File: src/usmf_pkg.sv
/*
  Package for the serial controller mode decode and status flag block:
  register offsets, field positions, reset values and mode encodings.
  Assumes a 32-bit Avalon-MM register port with byte addresses.
*/
package usmf_pkg;
  // Register byte offsets
  localparam logic [7:0] OFS_COMMAND    = 8'h00;
  localparam logic [7:0] OFS_MODE       = 8'h04;
  localparam logic [7:0] OFS_IRQ_SET    = 8'h08;
  localparam logic [7:0] OFS_IRQ_CLEAR  = 8'h0C;
  localparam logic [7:0] OFS_IRQ_STATE  = 8'h10;
  localparam logic [7:0] OFS_CONDITION  = 8'h14;
  localparam logic [7:0] OFS_IDLE_LIMIT = 8'h24;

  // Command register bits
  localparam int CMD_TX_ENABLE  = 6;
  localparam int CMD_TX_DISABLE = 7;
  localparam int CMD_STAT_CLEAR = 8;
  localparam int CMD_BRK_BEGIN  = 9;
  localparam int CMD_IDLE_RSTRT = 11;
  localparam int CMD_NACK_CLEAR = 14;

  // Mode register fields
  localparam int MODE_LSB  = 0;
  localparam int CLKS_LSB  = 4;
  localparam int CHAR_LENGTH_SEL_LSB  = 6;
  localparam int SYNC_BIT  = 8;
  localparam int PAR_LSB   = 9;
  localparam int IDLE_BIT  = 16;
  localparam logic [2:0] PAR_MULTIDROP = 3'h6;

  // Mode field encodings
  localparam logic [3:0] MD_NORMAL    = 4'h0;
  localparam logic [3:0] MD_RS485     = 4'h1;
  localparam logic [3:0] MD_HANDSHAKE = 4'h2;
  localparam logic [3:0] MD_MODEM     = 4'h3;
  localparam logic [3:0] MD_ISO_T0    = 4'h4;
  localparam logic [3:0] MD_ISO_T1    = 4'h6;
  localparam logic [3:0] MD_IRDA      = 4'h8;
  localparam logic [3:0] MD_LIN_MST   = 4'hA;
  localparam logic [3:0] MD_LIN_SLV   = 4'hB;
  localparam logic [3:0] MD_SPI_MST   = 4'hE;
  localparam logic [3:0] MD_SPI_SLV   = 4'hF;

  // Clock source encodings
  localparam logic [1:0] CK_PERIPH = 2'h0;
  localparam logic [1:0] CK_DIV    = 2'h1;
  localparam logic [1:0] CK_RSVD   = 2'h2;
  localparam logic [1:0] CK_EXT    = 2'h3;

  // Status bit positions
  localparam int ST_RX_AVAIL  = 0;
  localparam int ST_TX_FREE   = 1;
  localparam int ST_BREAK     = 2;
  localparam int ST_OVERRUN   = 5;
  localparam int ST_FRAME     = 6;
  localparam int ST_PARITY    = 7;
  localparam int ST_TIMEOUT   = 8;
  localparam int ST_TX_DRAIN  = 9;
  localparam int ST_REPEAT    = 10;
  localparam int ST_DMA_FULL  = 12;
  localparam int ST_NACK      = 13;
  localparam int ST_LIN_ID    = 14;
  localparam int ST_LIN_DONE  = 15;
  localparam int ST_CHG_LSB   = 16;
  localparam int ST_PIN_LSB   = 20;
  localparam int ST_MANCH     = 24;
  localparam int ST_LIN_BIT   = 25;
  localparam int ST_LIN_SYNC  = 26;
  localparam int ST_LIN_IDPAR = 27;
  localparam int ST_LIN_CSUM  = 28;
  localparam int ST_LIN_NORSP = 29;
  localparam int MASK_ALIAS   = 20;

  // Implemented enable bits, and the status bits that may raise the interrupt
  localparam logic [31:0] MASK_IMPL  = 32'h3F1FF7E7;
  localparam logic [31:0] IRQ_SOURCE = 32'h3F0FF7E7;
  localparam logic [31:0] RESET_WORD = 32'h00000000;
  localparam int IDLE_W = 17;
endpackage

File: src/usmf_top.sv
/*
  Mode decode and channel status / interrupt mask logic of a multi-protocol
  serial controller, as an Avalon-MM slave. Assumes the serial datapath runs
  on CLK_SYS and reports its events as one-cycle pulses; modem pins are
  asynchronous and are synchronised here.
*/
// The Avalon-MM interface to the registers was decided locally.
`timescale 1ns/1ps
module usmf_top (
  // Clock and reset
  input  wire logic        CLK_SYS,
  input  wire logic        RSTN,
  // Avalon-MM slave
  input  wire logic [7:0]  AVS_ADDRESS,
  input  wire logic        AVS_READ,
  input  wire logic        AVS_WRITE,
  input  wire logic [31:0] AVS_WRITEDATA,
  input  wire logic [3:0]  AVS_BYTEENABLE,
  output logic      [31:0] AVS_READDATA,
  output logic             AVS_WAITREQUEST,
  // Modem pins, asynchronous
  input  wire logic        CTS,
  input  wire logic        DCD,
  input  wire logic        DSR,
  input  wire logic        RI,
  // Datapath events, one-cycle pulses
  input  wire logic        EV_PARITY,
  input  wire logic        EV_PARITY_ONE,
  input  wire logic        EV_FRAME,
  input  wire logic        EV_OVERRUN,
  input  wire logic        EV_BREAK,
  input  wire logic        EV_MANCH,
  input  wire logic        EV_LIN_BIT,
  input  wire logic        EV_LIN_SYNC,
  input  wire logic        EV_LIN_IDPAR,
  input  wire logic        EV_LIN_CSUM,
  input  wire logic        EV_LIN_NORESP,
  input  wire logic        EV_LIN_DONE,
  input  wire logic        EV_LIN_ID,
  input  wire logic        EV_NACK,
  input  wire logic        EV_MAX_REPEAT,
  input  wire logic        EV_UNDERRUN,
  input  wire logic        EV_IDLE_TIMEOUT,
  input  wire logic        EV_BREAK_TAKEN,
  // Datapath levels
  input  wire logic        DMA_RX_FULL,
  input  wire logic        RX_CHAR_AVAILABLE,
  input  wire logic        TX_HOLDING_EMPTY,
  input  wire logic        TX_SHIFT_EMPTY,
  // Decoded configuration
  output logic             SYNC_MODE,
  output logic             SPI_MODE,
  output logic             SPI_SLAVE,
  output logic             SPI_SHIFT_ON_LEAD,
  output logic             SPI_CAPTURE_ON_LEAD,
  output logic             SPI_IDLE_LEVEL,
  output logic      [3:0]  CHAR_BITS,
  output logic      [1:0]  CLOCK_SOURCE_SEL,
  output logic             CLOCK_SEL_RESERVED,
  output logic      [3:0]  MODE_CODE,
  output logic             MODE_RESERVED,
  output logic             LIN_SLAVE,
  output logic      [16:0] RX_IDLE_LIMIT,
  // Commands to datapath and interrupt
  output logic             TX_ENABLE,
  output logic             BREAK_BEGIN,
  output logic             IDLE_RESTART,
  output logic             IRQ
);
  logic [3:0]  pin_meta_reg;
  logic [3:0]  pin_sync_reg;
  logic [3:0]  pin_last_reg;
  logic [31:0] mode_reg;
  logic [31:0] mask_reg;
  logic [31:0] snap_reg;
  logic [31:0] sticky_reg;
  logic [31:0] sticky_next;
  logic [31:0] status;
  logic [31:0] wdata;
  logic [31:0] lanes;
  logic [31:0] set_w;
  logic        break_pend_reg;
  logic        accept;
  logic        wr_acc;
  logic        rd_acc;
  logic        stat_clr;
  logic        nack_clr;
  logic        idle_rst;
  logic        lin_slave_now;
  logic        spi_slave_now;
  logic        multidrop;

  function automatic logic [31:0] be_mask(input logic [31:0] d, input logic [3:0] be);
    be_mask = d & {{8{be[3]}}, {8{be[2]}}, {8{be[1]}}, {8{be[0]}}};
  endfunction

  function automatic logic [31:0] fold_alias(input logic [31:0] d);
    fold_alias = d;
    fold_alias[usmf_pkg::ST_MANCH]   = d[usmf_pkg::ST_MANCH] | d[usmf_pkg::MASK_ALIAS];
    fold_alias[usmf_pkg::MASK_ALIAS] = d[usmf_pkg::ST_MANCH] | d[usmf_pkg::MASK_ALIAS];
  endfunction

  // Request is taken at the edge where waitrequest is seen low
  assign accept   = (AVS_READ | AVS_WRITE) & ~AVS_WAITREQUEST;
  assign wr_acc   = accept & AVS_WRITE;
  assign rd_acc   = accept & AVS_READ;
  assign wdata    = be_mask(AVS_WRITEDATA, AVS_BYTEENABLE);
  assign lanes    = be_mask(32'hFFFFFFFF, AVS_BYTEENABLE);
  assign stat_clr = wr_acc && AVS_ADDRESS == usmf_pkg::OFS_COMMAND && wdata[usmf_pkg::CMD_STAT_CLEAR];
  assign nack_clr = wr_acc && AVS_ADDRESS == usmf_pkg::OFS_COMMAND && wdata[usmf_pkg::CMD_NACK_CLEAR];
  assign idle_rst = wr_acc && AVS_ADDRESS == usmf_pkg::OFS_COMMAND && wdata[usmf_pkg::CMD_IDLE_RSTRT];
  assign lin_slave_now = mode_reg[3:0] == usmf_pkg::MD_LIN_SLV;
  assign spi_slave_now = mode_reg[3:0] == usmf_pkg::MD_SPI_SLV;
  // Multidrop is parity code 11x, so only the upper two parity bits count
  assign multidrop     = mode_reg[usmf_pkg::PAR_LSB + 1 +: 2] == usmf_pkg::PAR_MULTIDROP[2:1];

  // Modem pins pass two flops before use
  always_ff @(posedge CLK_SYS or negedge RSTN) begin
    if (!RSTN) begin
      pin_meta_reg <= 4'h0;
      pin_sync_reg <= 4'h0;
      pin_last_reg <= 4'h0;
    end else begin
      pin_meta_reg <= {CTS, DCD, DSR, RI};
      pin_sync_reg <= pin_meta_reg;
      pin_last_reg <= pin_sync_reg;
    end
  end

  // Bus handshake: one wait cycle, read data loaded before the accepting edge
  always_ff @(posedge CLK_SYS or negedge RSTN) begin
    if (!RSTN) begin
      AVS_WAITREQUEST <= 1'b1;
      AVS_READDATA    <= usmf_pkg::RESET_WORD;
      snap_reg        <= usmf_pkg::RESET_WORD;
    end else begin
      AVS_WAITREQUEST <= ~((AVS_READ | AVS_WRITE) & AVS_WAITREQUEST);
      if (AVS_READ && AVS_WAITREQUEST) begin
        unique case (AVS_ADDRESS)
          usmf_pkg::OFS_MODE:       AVS_READDATA <= mode_reg;
          usmf_pkg::OFS_IRQ_STATE:  AVS_READDATA <= mask_reg;
          usmf_pkg::OFS_CONDITION:  AVS_READDATA <= status;
          usmf_pkg::OFS_IDLE_LIMIT: AVS_READDATA <= {15'h0000, RX_IDLE_LIMIT};
          default:                  AVS_READDATA <= usmf_pkg::RESET_WORD;
        endcase
        snap_reg <= (AVS_ADDRESS == usmf_pkg::OFS_CONDITION) ? status : usmf_pkg::RESET_WORD;
      end
    end
  end

  // Software-written configuration
  always_ff @(posedge CLK_SYS or negedge RSTN) begin
    if (!RSTN) begin
      mode_reg      <= usmf_pkg::RESET_WORD;
      RX_IDLE_LIMIT <= 17'h00000;
    end else if (wr_acc) begin
      if (AVS_ADDRESS == usmf_pkg::OFS_MODE)
        mode_reg <= wdata | (mode_reg & ~lanes);
      if (AVS_ADDRESS == usmf_pkg::OFS_IDLE_LIMIT)
        RX_IDLE_LIMIT <= wdata[16:0] | (RX_IDLE_LIMIT & ~lanes[16:0]);
    end
  end

  // Interrupt mask set and clear; unimplemented bits never stored
  always_ff @(posedge CLK_SYS or negedge RSTN) begin
    if (!RSTN) begin
      mask_reg <= usmf_pkg::RESET_WORD;
    end else if (wr_acc && AVS_ADDRESS == usmf_pkg::OFS_IRQ_SET) begin
      mask_reg <= mask_reg | (fold_alias(wdata) & usmf_pkg::MASK_IMPL);
    end else if (wr_acc && AVS_ADDRESS == usmf_pkg::OFS_IRQ_CLEAR) begin
      mask_reg <= mask_reg & ~(fold_alias(wdata) & usmf_pkg::MASK_IMPL);
    end
  end

  // Sticky flag sources
  always_comb begin
    set_w = 32'h00000000;
    set_w[usmf_pkg::ST_BREAK]     = EV_BREAK;
    set_w[usmf_pkg::ST_OVERRUN]   = EV_OVERRUN;
    set_w[usmf_pkg::ST_FRAME]     = EV_FRAME;
    set_w[usmf_pkg::ST_PARITY]    = EV_PARITY | (multidrop & EV_PARITY_ONE);
    set_w[usmf_pkg::ST_TIMEOUT]   = EV_IDLE_TIMEOUT;
    set_w[usmf_pkg::ST_REPEAT]    = spi_slave_now ? EV_UNDERRUN : EV_MAX_REPEAT;
    set_w[usmf_pkg::ST_NACK]      = EV_NACK;
    set_w[usmf_pkg::ST_LIN_ID]    = EV_LIN_ID;
    set_w[usmf_pkg::ST_LIN_DONE]  = EV_LIN_DONE;
    set_w[usmf_pkg::ST_CHG_LSB +: 4] = pin_sync_reg ^ pin_last_reg;
    set_w[usmf_pkg::ST_MANCH]     = EV_MANCH;
    set_w[usmf_pkg::ST_LIN_BIT]   = EV_LIN_BIT;
    set_w[usmf_pkg::ST_LIN_SYNC]  = EV_LIN_SYNC & lin_slave_now;
    set_w[usmf_pkg::ST_LIN_IDPAR] = EV_LIN_IDPAR;
    set_w[usmf_pkg::ST_LIN_CSUM]  = EV_LIN_CSUM;
    set_w[usmf_pkg::ST_LIN_NORSP] = EV_LIN_NORESP;
  end

  // Clears first, sets after, so an event in the clearing cycle survives
  always_comb begin
    sticky_next = sticky_reg;
    if (stat_clr) begin
      sticky_next[usmf_pkg::ST_LIN_NORSP:usmf_pkg::ST_MANCH] = 6'h00;
      sticky_next[usmf_pkg::ST_PARITY:usmf_pkg::ST_OVERRUN]  = 3'h0;
      sticky_next[usmf_pkg::ST_BREAK]    = 1'b0;
      sticky_next[usmf_pkg::ST_REPEAT]   = 1'b0;
      sticky_next[usmf_pkg::ST_LIN_ID]   = 1'b0;
      sticky_next[usmf_pkg::ST_LIN_DONE] = 1'b0;
    end
    if (nack_clr)
      sticky_next[usmf_pkg::ST_NACK] = 1'b0;
    if (idle_rst)
      sticky_next[usmf_pkg::ST_TIMEOUT] = 1'b0;
    // Only the change bits that software actually saw are dropped
    if (rd_acc)
      sticky_next[usmf_pkg::ST_CHG_LSB +: 4] = sticky_reg[usmf_pkg::ST_CHG_LSB +: 4]
                                               & ~snap_reg[usmf_pkg::ST_CHG_LSB +: 4];
    sticky_next = sticky_next | set_w;
  end

  always_ff @(posedge CLK_SYS or negedge RSTN) begin
    if (!RSTN)
      sticky_reg <= usmf_pkg::RESET_WORD;
    else
      sticky_reg <= sticky_next;
  end

  // Status word as software sees it
  always_comb begin
    status = sticky_reg;
    status[usmf_pkg::ST_TIMEOUT]     = sticky_reg[usmf_pkg::ST_TIMEOUT] & (RX_IDLE_LIMIT != 17'h00000);
    status[usmf_pkg::ST_PIN_LSB +: 4] = pin_sync_reg;
    status[usmf_pkg::ST_DMA_FULL]    = DMA_RX_FULL;
    status[usmf_pkg::ST_RX_AVAIL]    = RX_CHAR_AVAILABLE;
    status[usmf_pkg::ST_TX_DRAIN]    = TX_ENABLE & TX_HOLDING_EMPTY & TX_SHIFT_EMPTY;
    status[usmf_pkg::ST_TX_FREE]     = TX_ENABLE & TX_HOLDING_EMPTY & ~break_pend_reg;
    status = status & ~32'hC0000818;
  end

  // Transmitter enable and pending break request
  always_ff @(posedge CLK_SYS or negedge RSTN) begin
    if (!RSTN) begin
      TX_ENABLE      <= 1'b0;
      break_pend_reg <= 1'b0;
      BREAK_BEGIN    <= 1'b0;
      IDLE_RESTART   <= 1'b0;
    end else begin
      BREAK_BEGIN  <= wr_acc && AVS_ADDRESS == usmf_pkg::OFS_COMMAND
                      && wdata[usmf_pkg::CMD_BRK_BEGIN];
      IDLE_RESTART <= idle_rst;
      if (wr_acc && AVS_ADDRESS == usmf_pkg::OFS_COMMAND && wdata[usmf_pkg::CMD_TX_DISABLE])
        TX_ENABLE <= 1'b0;
      else if (wr_acc && AVS_ADDRESS == usmf_pkg::OFS_COMMAND && wdata[usmf_pkg::CMD_TX_ENABLE])
        TX_ENABLE <= 1'b1;
      if (wr_acc && AVS_ADDRESS == usmf_pkg::OFS_COMMAND && wdata[usmf_pkg::CMD_BRK_BEGIN])
        break_pend_reg <= 1'b1;
      else if (EV_BREAK_TAKEN)
        break_pend_reg <= 1'b0;
    end
  end

  // Mode decode, registered so every output is a flop
  always_ff @(posedge CLK_SYS or negedge RSTN) begin
    if (!RSTN) begin
      SYNC_MODE           <= 1'b0;
      SPI_MODE            <= 1'b0;
      SPI_SLAVE           <= 1'b0;
      SPI_SHIFT_ON_LEAD   <= 1'b0;
      SPI_CAPTURE_ON_LEAD <= 1'b0;
      SPI_IDLE_LEVEL      <= 1'b0;
      CHAR_BITS           <= 4'h5;
      CLOCK_SOURCE_SEL    <= usmf_pkg::CK_PERIPH;
      CLOCK_SEL_RESERVED  <= 1'b0;
      MODE_CODE           <= usmf_pkg::MD_NORMAL;
      MODE_RESERVED       <= 1'b0;
      LIN_SLAVE           <= 1'b0;
      IRQ                 <= 1'b0;
    end else begin
      SPI_MODE  <= mode_reg[3:1] == usmf_pkg::MD_SPI_MST[3:1];
      SPI_SLAVE <= spi_slave_now;
      SYNC_MODE <= mode_reg[3:1] != usmf_pkg::MD_SPI_MST[3:1] && mode_reg[usmf_pkg::SYNC_BIT];
      SPI_SHIFT_ON_LEAD   <= mode_reg[3:1] == usmf_pkg::MD_SPI_MST[3:1] && !mode_reg[usmf_pkg::SYNC_BIT];
      SPI_CAPTURE_ON_LEAD <= mode_reg[3:1] == usmf_pkg::MD_SPI_MST[3:1] && mode_reg[usmf_pkg::SYNC_BIT];
      SPI_IDLE_LEVEL      <= mode_reg[usmf_pkg::IDLE_BIT];
      CHAR_BITS           <= 4'h5 + {2'h0, mode_reg[usmf_pkg::CHAR_LENGTH_SEL_LSB +: 2]};
      // Reserved clock code falls back to the peripheral clock
      CLOCK_SOURCE_SEL    <= (mode_reg[usmf_pkg::CLKS_LSB +: 2] == usmf_pkg::CK_RSVD)
                             ? usmf_pkg::CK_PERIPH : mode_reg[usmf_pkg::CLKS_LSB +: 2];
      CLOCK_SEL_RESERVED  <= mode_reg[usmf_pkg::CLKS_LSB +: 2] == usmf_pkg::CK_RSVD;
      MODE_CODE           <= mode_reg[3:0];
      LIN_SLAVE           <= lin_slave_now;
      unique case (mode_reg[3:0])
        usmf_pkg::MD_NORMAL, usmf_pkg::MD_RS485, usmf_pkg::MD_HANDSHAKE, usmf_pkg::MD_MODEM,
        usmf_pkg::MD_ISO_T0, usmf_pkg::MD_ISO_T1, usmf_pkg::MD_IRDA, usmf_pkg::MD_LIN_MST,
        usmf_pkg::MD_LIN_SLV, usmf_pkg::MD_SPI_MST, usmf_pkg::MD_SPI_SLV: MODE_RESERVED <= 1'b0;
        default: MODE_RESERVED <= 1'b1;
      endcase
      IRQ <= |(status & mask_reg & usmf_pkg::IRQ_SOURCE);
    end
  end
endmodule

File: config.mk
export PLATFORM = sky130hd
export DESIGN_NAME = usmf_top
export DESIGN_NICKNAME = d
export VERILOG_FILES = /design/src/usmf_pkg.sv /design/src/usmf_top.sv
export SDC_FILE = /design/constraint.sdc
export NUM_CORES = 1
export LEC_CHECK = 0
export ABC_AREA = 1
export BUFFER_PORTS_ARGS = -buffer_cell sky130_fd_sc_hd__buf_4
export CAP_MARGIN = 10
export CORE_ASPECT_RATIO = 1.1
export CORE_UTILIZATION = 25
export CTS_CLUSTER_SIZE = 20
export DETAILED_ROUTE_END_ITERATION = 6
export HOLD_SLACK_MARGIN = 0.08
export SYNTH_ARGS = -nofsm -noshare
export SYNTH_HDL_FRONTEND = slang
export SYNTH_SLANG_ARGS = --single-unit
File: constraint.sdc
create_clock -name CLK_SYS -period 1.93 [get_ports CLK_SYS]
set_clock_uncertainty 0.15 [all_clocks]
set_input_delay 0.0965 -clock CLK_SYS [delete_from_list [all_inputs] [get_ports CLK_SYS]]
set_output_delay 0.0965 -clock CLK_SYS [all_outputs]
set_load 0.02 [all_outputs]
==> results of run 1 <==
cell type report:
type	instances	area, um2	share of cell area, %
clock buffers	21	480	4.64
clock inverters	11	124	1.20
well taps	368	460	4.44
multi-input cells	590	2790	26.9
flip-flops and latches	164	4110	39.7
inverters	93	357	3.44
repair buffers	242	2040	19.7
through the flow:
stage / power (mW) / instances
floorplan: 3.75 / 876
global placement: 4.08 / 1385
detailed placement: 4.09 / 1385
CTS: 7.66 / 1489
global route: 7.86 / 1489
finish: 7.60 / 1489
synthesized netlist by cell type:
cell type	count
buf_2	8
o211ai_1	1
ha_1	1
clkinv_2	1
nand4_1	11
inv_1	85
a21oi_1	7
nand2_1	333
nand2_2	5
dfrtp_1	161
o22ai_1	1
o21ai_1	9
nand3b_1	1
nor2_8	3
xnor2_1	4
nor2_2	3
dfstp_2	3
nor2_1	30
buf_1	2
buf_6	6
nand2_4	8
nand3_1	79
o21ai_2	16
and2_1	1
nand3_2	3
inv_2	5
nor3_1	3
a21o_1	10
inv_4	1
a211oi_1	1
nand3_4	1
buf_4	4
nor2_4	2
o21ai_0	55
clkinv_1	1
nor4_1	1
o21bai_1	1
clkbuf_1	9
kinds of logic after synthesis:
| logic type | Yosys count |
|---|---|
| flip-flops | 164 |
| AND/OR/NAND/NOR | 484 |
| buffers and inverters | 122 |
| XOR/XNOR | 4 |
| adder cells (fa/ha/maj) | 1 |
| AO/OA/AOI/OAI | 101 |
metal layers:
layer	wire length [um]	track usage (%)	part of all wire (%)	vias up
li1	-	-	-	3237
met1	10700	21.5	45	3089
met2	11200	26.2	47	206
met3	1240	3.36	5.3	34
met4	615	6.96	2.6	0
met5	0	0	0	-
placed cells by master, fill, tap and decap left out, types with 6 or more instances in the layout:
cell,netlist,final
nand2_1,333,332
buf_4,4,166
dfrtp_1,161,161
inv_1,85,85
nand3_1,79,79
dlygate4sd3_1,0,72
o21ai_0,55,55
nor2_1,30,30
clkbuf_16,0,17
o21ai_2,16,16
nand4_1,11,11
a21o_1,10,10
o21ai_1,9,9
nand2_4,8,8
a21oi_1,7,7
nand2_2,5,6
worst max path at each step:
stage	startpoint	end
finish	AVS_ADDRESS[5]	flop
detailed placement	AVS_WAITREQUEST	flop
global route	AVS_ADDRESS[5]	flop
CTS	AVS_ADDRESS[5]	snap_reg[16]
floorplan	AVS_WAITREQUEST	flop
global placement	AVS_WAITREQUEST	flop
tightest hold or removal path, cell delays in order:
cell           delay [ps]
dlygate4sd3_1         540
buf_6                 150
buf_12                260
power by group through the flow:
stage	registers, mW	logic (mW)	clock network (mW)
after floorplan	3.58	0.175	0
after global placement	3.57	0.512	0
after detailed placement	3.57	0.515	0
after CTS	3.51	0.633	3.52
after global routing	3.51	0.686	3.66
final	3.51	0.627	3.46
what timing repair did:
action | 4_1_cts | 5_1_grt
endpoints found under the setup margin | 0 | 26
hold buffers | 72 | 0
endpoints found under the hold margin | 274 | 0
resized for setup | 0 | 4
==> impl_metrics.tcl, run 1 <==
set metrics [dict create \
    status "finished, violations left" \
    violations "DRC" \
    grt_max_degree 60 \
    critical_path_buf_inv_count 4 \
    peakVddDrop_mv 0.424 \
    postRouteAntennaNets 0 \
    routed_wl_um 23700 \
    path_clk_slew_ps 60 \
    synth.distinct_cells 38 \
    num_rows 65 \
    die_x_um 166 \
    cts_tree "done" \
    drive_above_1_share_pct 22.7 \
    grt_pass1_wl_um 37800 \
    hold_class "in2async" \
    relSlewSlack_pct 59.7 \
    io_buffers 146 \
    timing.rr.start "AVS_WAITREQUEST" \
    yosysWarnings 0 \
    fillers 2989 \
    clk_latency_ps 430 \
    p_leak_nw 5.37 \
    crit_family "simple AND/OR/NAND/NOR gates" \
    synth_top_family_by_area "simple AND/OR/NAND/NOR gates" \
    gp_congestion 0.837 \
    syn-mean-instance-area_um2 8.47 \
    yosysTopAreaCellShare_pct 54.3 \
    area_growth_pct 39.6 \
    synth_area_leader_cell "dfrtp_1" \
    clockBufferDepth 2 \
    hold_slack_ps 92.9 \
    viasPerCell 4.41 \
    die_y_um 183 \
    dr.first_iter.drc_count 499 \
    ys_seq_elements 164 \
    initial_core_util_pct 25.6 \
    fin_ws_ps 64.5 \
    grt_pass1_vias 6595 \
    slowest_delay_ps 550 \
    cellPowerDensity_nw_per_um2 733 \
    criticalPathCategory "in2reg" \
    timing.fmax_mhz 536 \
    rsz0062_at_grt "yes" \
    cts_num_sinks 164 \
    syn_area_um2 7420 \
    rrSetupSlack_ps 130 \
    clock_power_share_pct 45.6 \
    end_kind "flop" \
    startpoint_type "input pin" \
    floorplan.io_pins 147 \
    final_hold_viol_count 0 \
    synth_compound_area_share_pct 8.08 \
    dr.pass1.iters 7 \
    dp_hpwl_um 17700 \
    cap_violations 0 \
    tightest_slew_ps 603 \
    swShare_pct 23.6 \
    stdcell_area_um2 10400 \
    power_frac_comb_pct 8.3 \
    pre_cts_slack_ps 99.6 \
    slowest_stage "dlygate4sd3_1" \
    cts_setup_buffers 0 \
    synthMuxAreaShare_pct 0 \
    drc 7 \
    syn-num-nets 951 \
    synthTopCellsByArea "dfrtp_1 54%, nand2_1 17%, nand3_1 5.3%" \
    root_buffer "clkbuf_16" \
    core_area_um2 29000 \
    cts_made_buffers 17 \
    dr_total_vias 6566 \
    switchingPower_mw 1.80 \
    grt_overflow_total 0 \
    yosys.area_share.simple_pct 28.7 \
    fin_crit_ps 1870 \
    htree_levels 4 \
    nets 1183 \
    gr-usage-all-layers_pct 16.4 \
    synth_xor_area_share_pct 0.472 \
    p_seq_share_pct 46.2 \
    fin_util_pct 35.8 \
    wire_per_inst_um 15.9 \
    arrival_ps 2030 \
    antenna_found_initial 0 \
    die-area_um2 30400 \
    syn_inst 876 \
    cp.depth 10 \
    power.internal_mw 5.80 \
    cp_max_fo 4 \
    drv_slew 0 \
    critical_path.cell_chain "buf_4, dlygate4sd3_1, inv_1, nand3_1, nor2_2, nand2_1, nor2_1, nand2_1, o21ai_0, inv_1" \
    ys_seq_area_share_pct 55.4 \
    antenna_cells 0 \
    r2r.worst_path.cells 6 \
    fin_crit_sh_pct 96.7 \
    yosys.area_share.adder_pct 0.169 \
    postPlaceCellArea_um2 9020 \
    cp.required_ps 2090 \
    tns_ps 0 \
    setup_viol 0 \
]
(Power assumes the default switching activity.)
==> run 2: changes to the inputs <==
--- a/config.mk
+++ b/config.mk
@@ -5,7 +5,6 @@
 export SDC_FILE = /design/constraint.sdc
 export NUM_CORES = 1
 export LEC_CHECK = 0
-export ABC_AREA = 1
 export BUFFER_PORTS_ARGS = -buffer_cell sky130_fd_sc_hd__buf_4
 export CAP_MARGIN = 10
 export CORE_ASPECT_RATIO = 1.1
==> run 2 against run 1 <==
- the run now ends clean
- sequential cell count is the same
- sequential power barely moved
- power grew 3.0%
- register-to-register slack got worse by 20 ps
- utilization is 2.1 points higher
- combinational power rose by 11%
- wire length decreased by 4.5%
==> impl_metrics.tcl, run 2 <==
set metrics [dict create \
    status "finished, final reports clean" \
    async_reset_ff_share_pct 100 \
    yosysWarnings 0 \
    htree_levels 4 \
    startpoint_type "input pin" \
    end_kind "flop" \
    stdcell_area_um2 10200 \
    synth_flop_cell "dfrtp_1" \
    final_common_cell "buf_4" \
    fin_crit_ps 1860 \
    dr_total_vias 5652 \
    antenna_found_initial 0 \
    cts_num_sinks 164 \
    root_buffer "clkbuf_16" \
    drive_above_1_share_pct 38.2 \
    hold_depth 4 \
    die_y_um 176 \
    cap_violations 0 \
    dp_hpwl_um 17000 \
    setup_viol 0 \
    drv_slew 0 \
    yosysTopAreaCellShare_pct 58.8 \
    clockBufferDepth 2 \
    core_area_um2 27000 \
    cp.required_ps 2090 \
    r2r.worst_path.cells 6 \
    final_cells 1202 \
    syn_inst 552 \
    hold_path_startpoint "AVS_WRITE" \
    p_leak_nw 4.83 \
    rsz0062_at_grt "no" \
    initial_core_util_pct 25.4 \
    cts_made_buffers 17 \
    syn-mean-instance-area_um2 12.4 \
    path_clk_slew_ps 60 \
    floorplan.io_pins 147 \
    grt_pass1_vias 5858 \
    drc 0 \
    gr-usage-all-layers_pct 16.6 \
    synthTopCellsByCount "161 x dfrtp_1, 62 x nand2_1, 60 x mux2_2" \
    postPlaceCellArea_um2 8900 \
    syn-num-nets 627 \
    tightest_slew_ps 462 \
    ys_seq_elements 164 \
    dr.pass1.iters 4 \
    io_buffers 146 \
    hold_slack_ps 112 \
    gp_congestion 0.851 \
    cp_max_fo 8 \
    syn_area_um2 6850 \
    dr.first_iter.drc_count 325 \
    fillers 2667 \
    timing.fmax_mhz 538 \
    grt_max_degree 49 \
    grt_pass1_wl_um 34800 \
    rrSetupSlack_ps 110 \
    cellPowerDensity_nw_per_um2 766 \
    wire_per_inst_um 18.8 \
    area_growth_pct 49.2 \
    cts_tree "done" \
    viasPerCell 4.70 \
    grt_overflow_total 0 \
    timing.rr.start "AVS_WAITREQUEST" \
    num_rows 63 \
    hold_class "in2reg" \
    nets 907 \
    fin_crit_sh_pct 96.2 \
    die_x_um 160 \
    synth_edf_count 0 \
    arrival_ps 2010 \
    routed_wl_um 22600 \
    synth_area_leader_cell "dfrtp_1" \
    relSlewSlack_pct 68.4 \
    power_mw 7.83 \
    ys_seq_area_share_pct 60.0 \
    antenna_cells 0 \
    postRouteAntennaNets 0 \
    criticalPathCategory "in2reg" \
    peakVddDrop_mv 0.561 \
    final_cell_mix "215 x buf_4, 161 x dfrtp_1, 67 x dlygate4sd3_1" \
    clk_latency_ps 430 \
    yosysMostFrequentCell "dfrtp_1" \
    tns_ps 0 \
    dp.cells 1101 \
    synth.distinct_cells 50 \
    synthTopCellsByArea "dfrtp_1 59%, mux2_2 9.9%, nand2_1 3.4%" \
    final_hold_viol_count 0 \
    die-area_um2 28100 \
]
[run 2: cell types whose count changed in the layout (fill, tap and decap cells not counted), moves of 22 or more]
cell,before,now
inv_1,85,9
mux2i_1,0,22
a22oi_1,0,25
o21ai_0,55,30
nand2_1,332,62
buf_4,166,215
nor2_1,30,3
nand3_1,79,10
mux2_2,0,60
[run 2: worst max path at each step]
stage | from | to | depth (start not counted)
floorplan | AVS_ADDRESS[5] | flop | 6
global placement | AVS_ADDRESS[4] | flop | 7
detailed placement | AVS_ADDRESS[4] | flop | 7
CTS | AVS_ADDRESS[2] | flop | 9
global route | AVS_ADDRESS[2] | flop | 8
finish | AVS_ADDRESS[2] | flop | 9
[run 2: cell type report]
type	instances	area [um2]	area share (%)
clock inverter	12	168	1.64
clock buffer	20	457	4.47
sequential	164	4110	40.2
tap	357	447	4.37
inverter	9	33.8	0.331
multi-input combinational	352	2610	25.6
timing repair buffer	288	2400	23.4
[run 2: worst max-delay path, stage by stage]
cell	delay [ps]
dlygate4sd3_1	540
buf_4	160
nor4b_2	150
buf_4	150
and2_0	160
buf_4	140
nand3_1	70
buf_4	190
mux2_2	350
[run 2: timing repair]
action / 4_1_cts / 5_1_grt
hold buffers: 67 / 0
resized for setup: 0 / 1
buffers inserted: 0 / 2
endpoints found under the setup margin: 0 / 9
hold endpoints to repair: 265 / 0
[run 2: stage by stage]
step	setup WS, ps	utilization (%)
2_1_floorplan	33.5	-
3_3_place_gp	-38.3	33.0
3_5_place_dp	-54.6	33.0
4_1_cts	81.3	37.8
5_1_grt	7.67	37.9
6_report	72.8	37.9
[run 2: power breakdown]
group | total (mW) | switching (mW) | internal [mW] | leakage [nW]
clock | 3.60 | 1.47 | 2.13 | 0.296
combinational | 0.693 | 0.349 | 0.343 | 2.38
sequential | 3.53 | 0.0396 | 3.49 | 2.15
total | 7.83 | 1.86 | 5.97 | 4.83
[run 2: per-layer routing]
| layer | vias to the layer above | routed length, um | global-route usage [%] |
|---|---|---|---|
| met5 | - | 0 | 0 |
| met4 | 0 | 295 | 4.88 |
| met3 | 19 | 1370 | 3.64 |
| met2 | 194 | 10900 | 27.6 |
| met1 | 2839 | 9990 | 21.6 |
| li1 | 2600 | - | - |
[run 2: kinds of logic (layout without fill, tap and decap cells)]
family | Yosys count | count (layout) | share of synthesized area [%]
AO/OA/AOI/OAI | 135 | 135 | 13.7
XOR/XNOR | 4 | 4 | 0.511
adder cells (fa/ha/maj) | 1 | 1 | 0.183
buffers and inverters | 36 | 329 | 2.16
flip-flops | 164 | 164 | 60.0
multiplexers | 83 | 83 | 13.2
AND/OR/NAND/NOR | 129 | 129 | 10.3
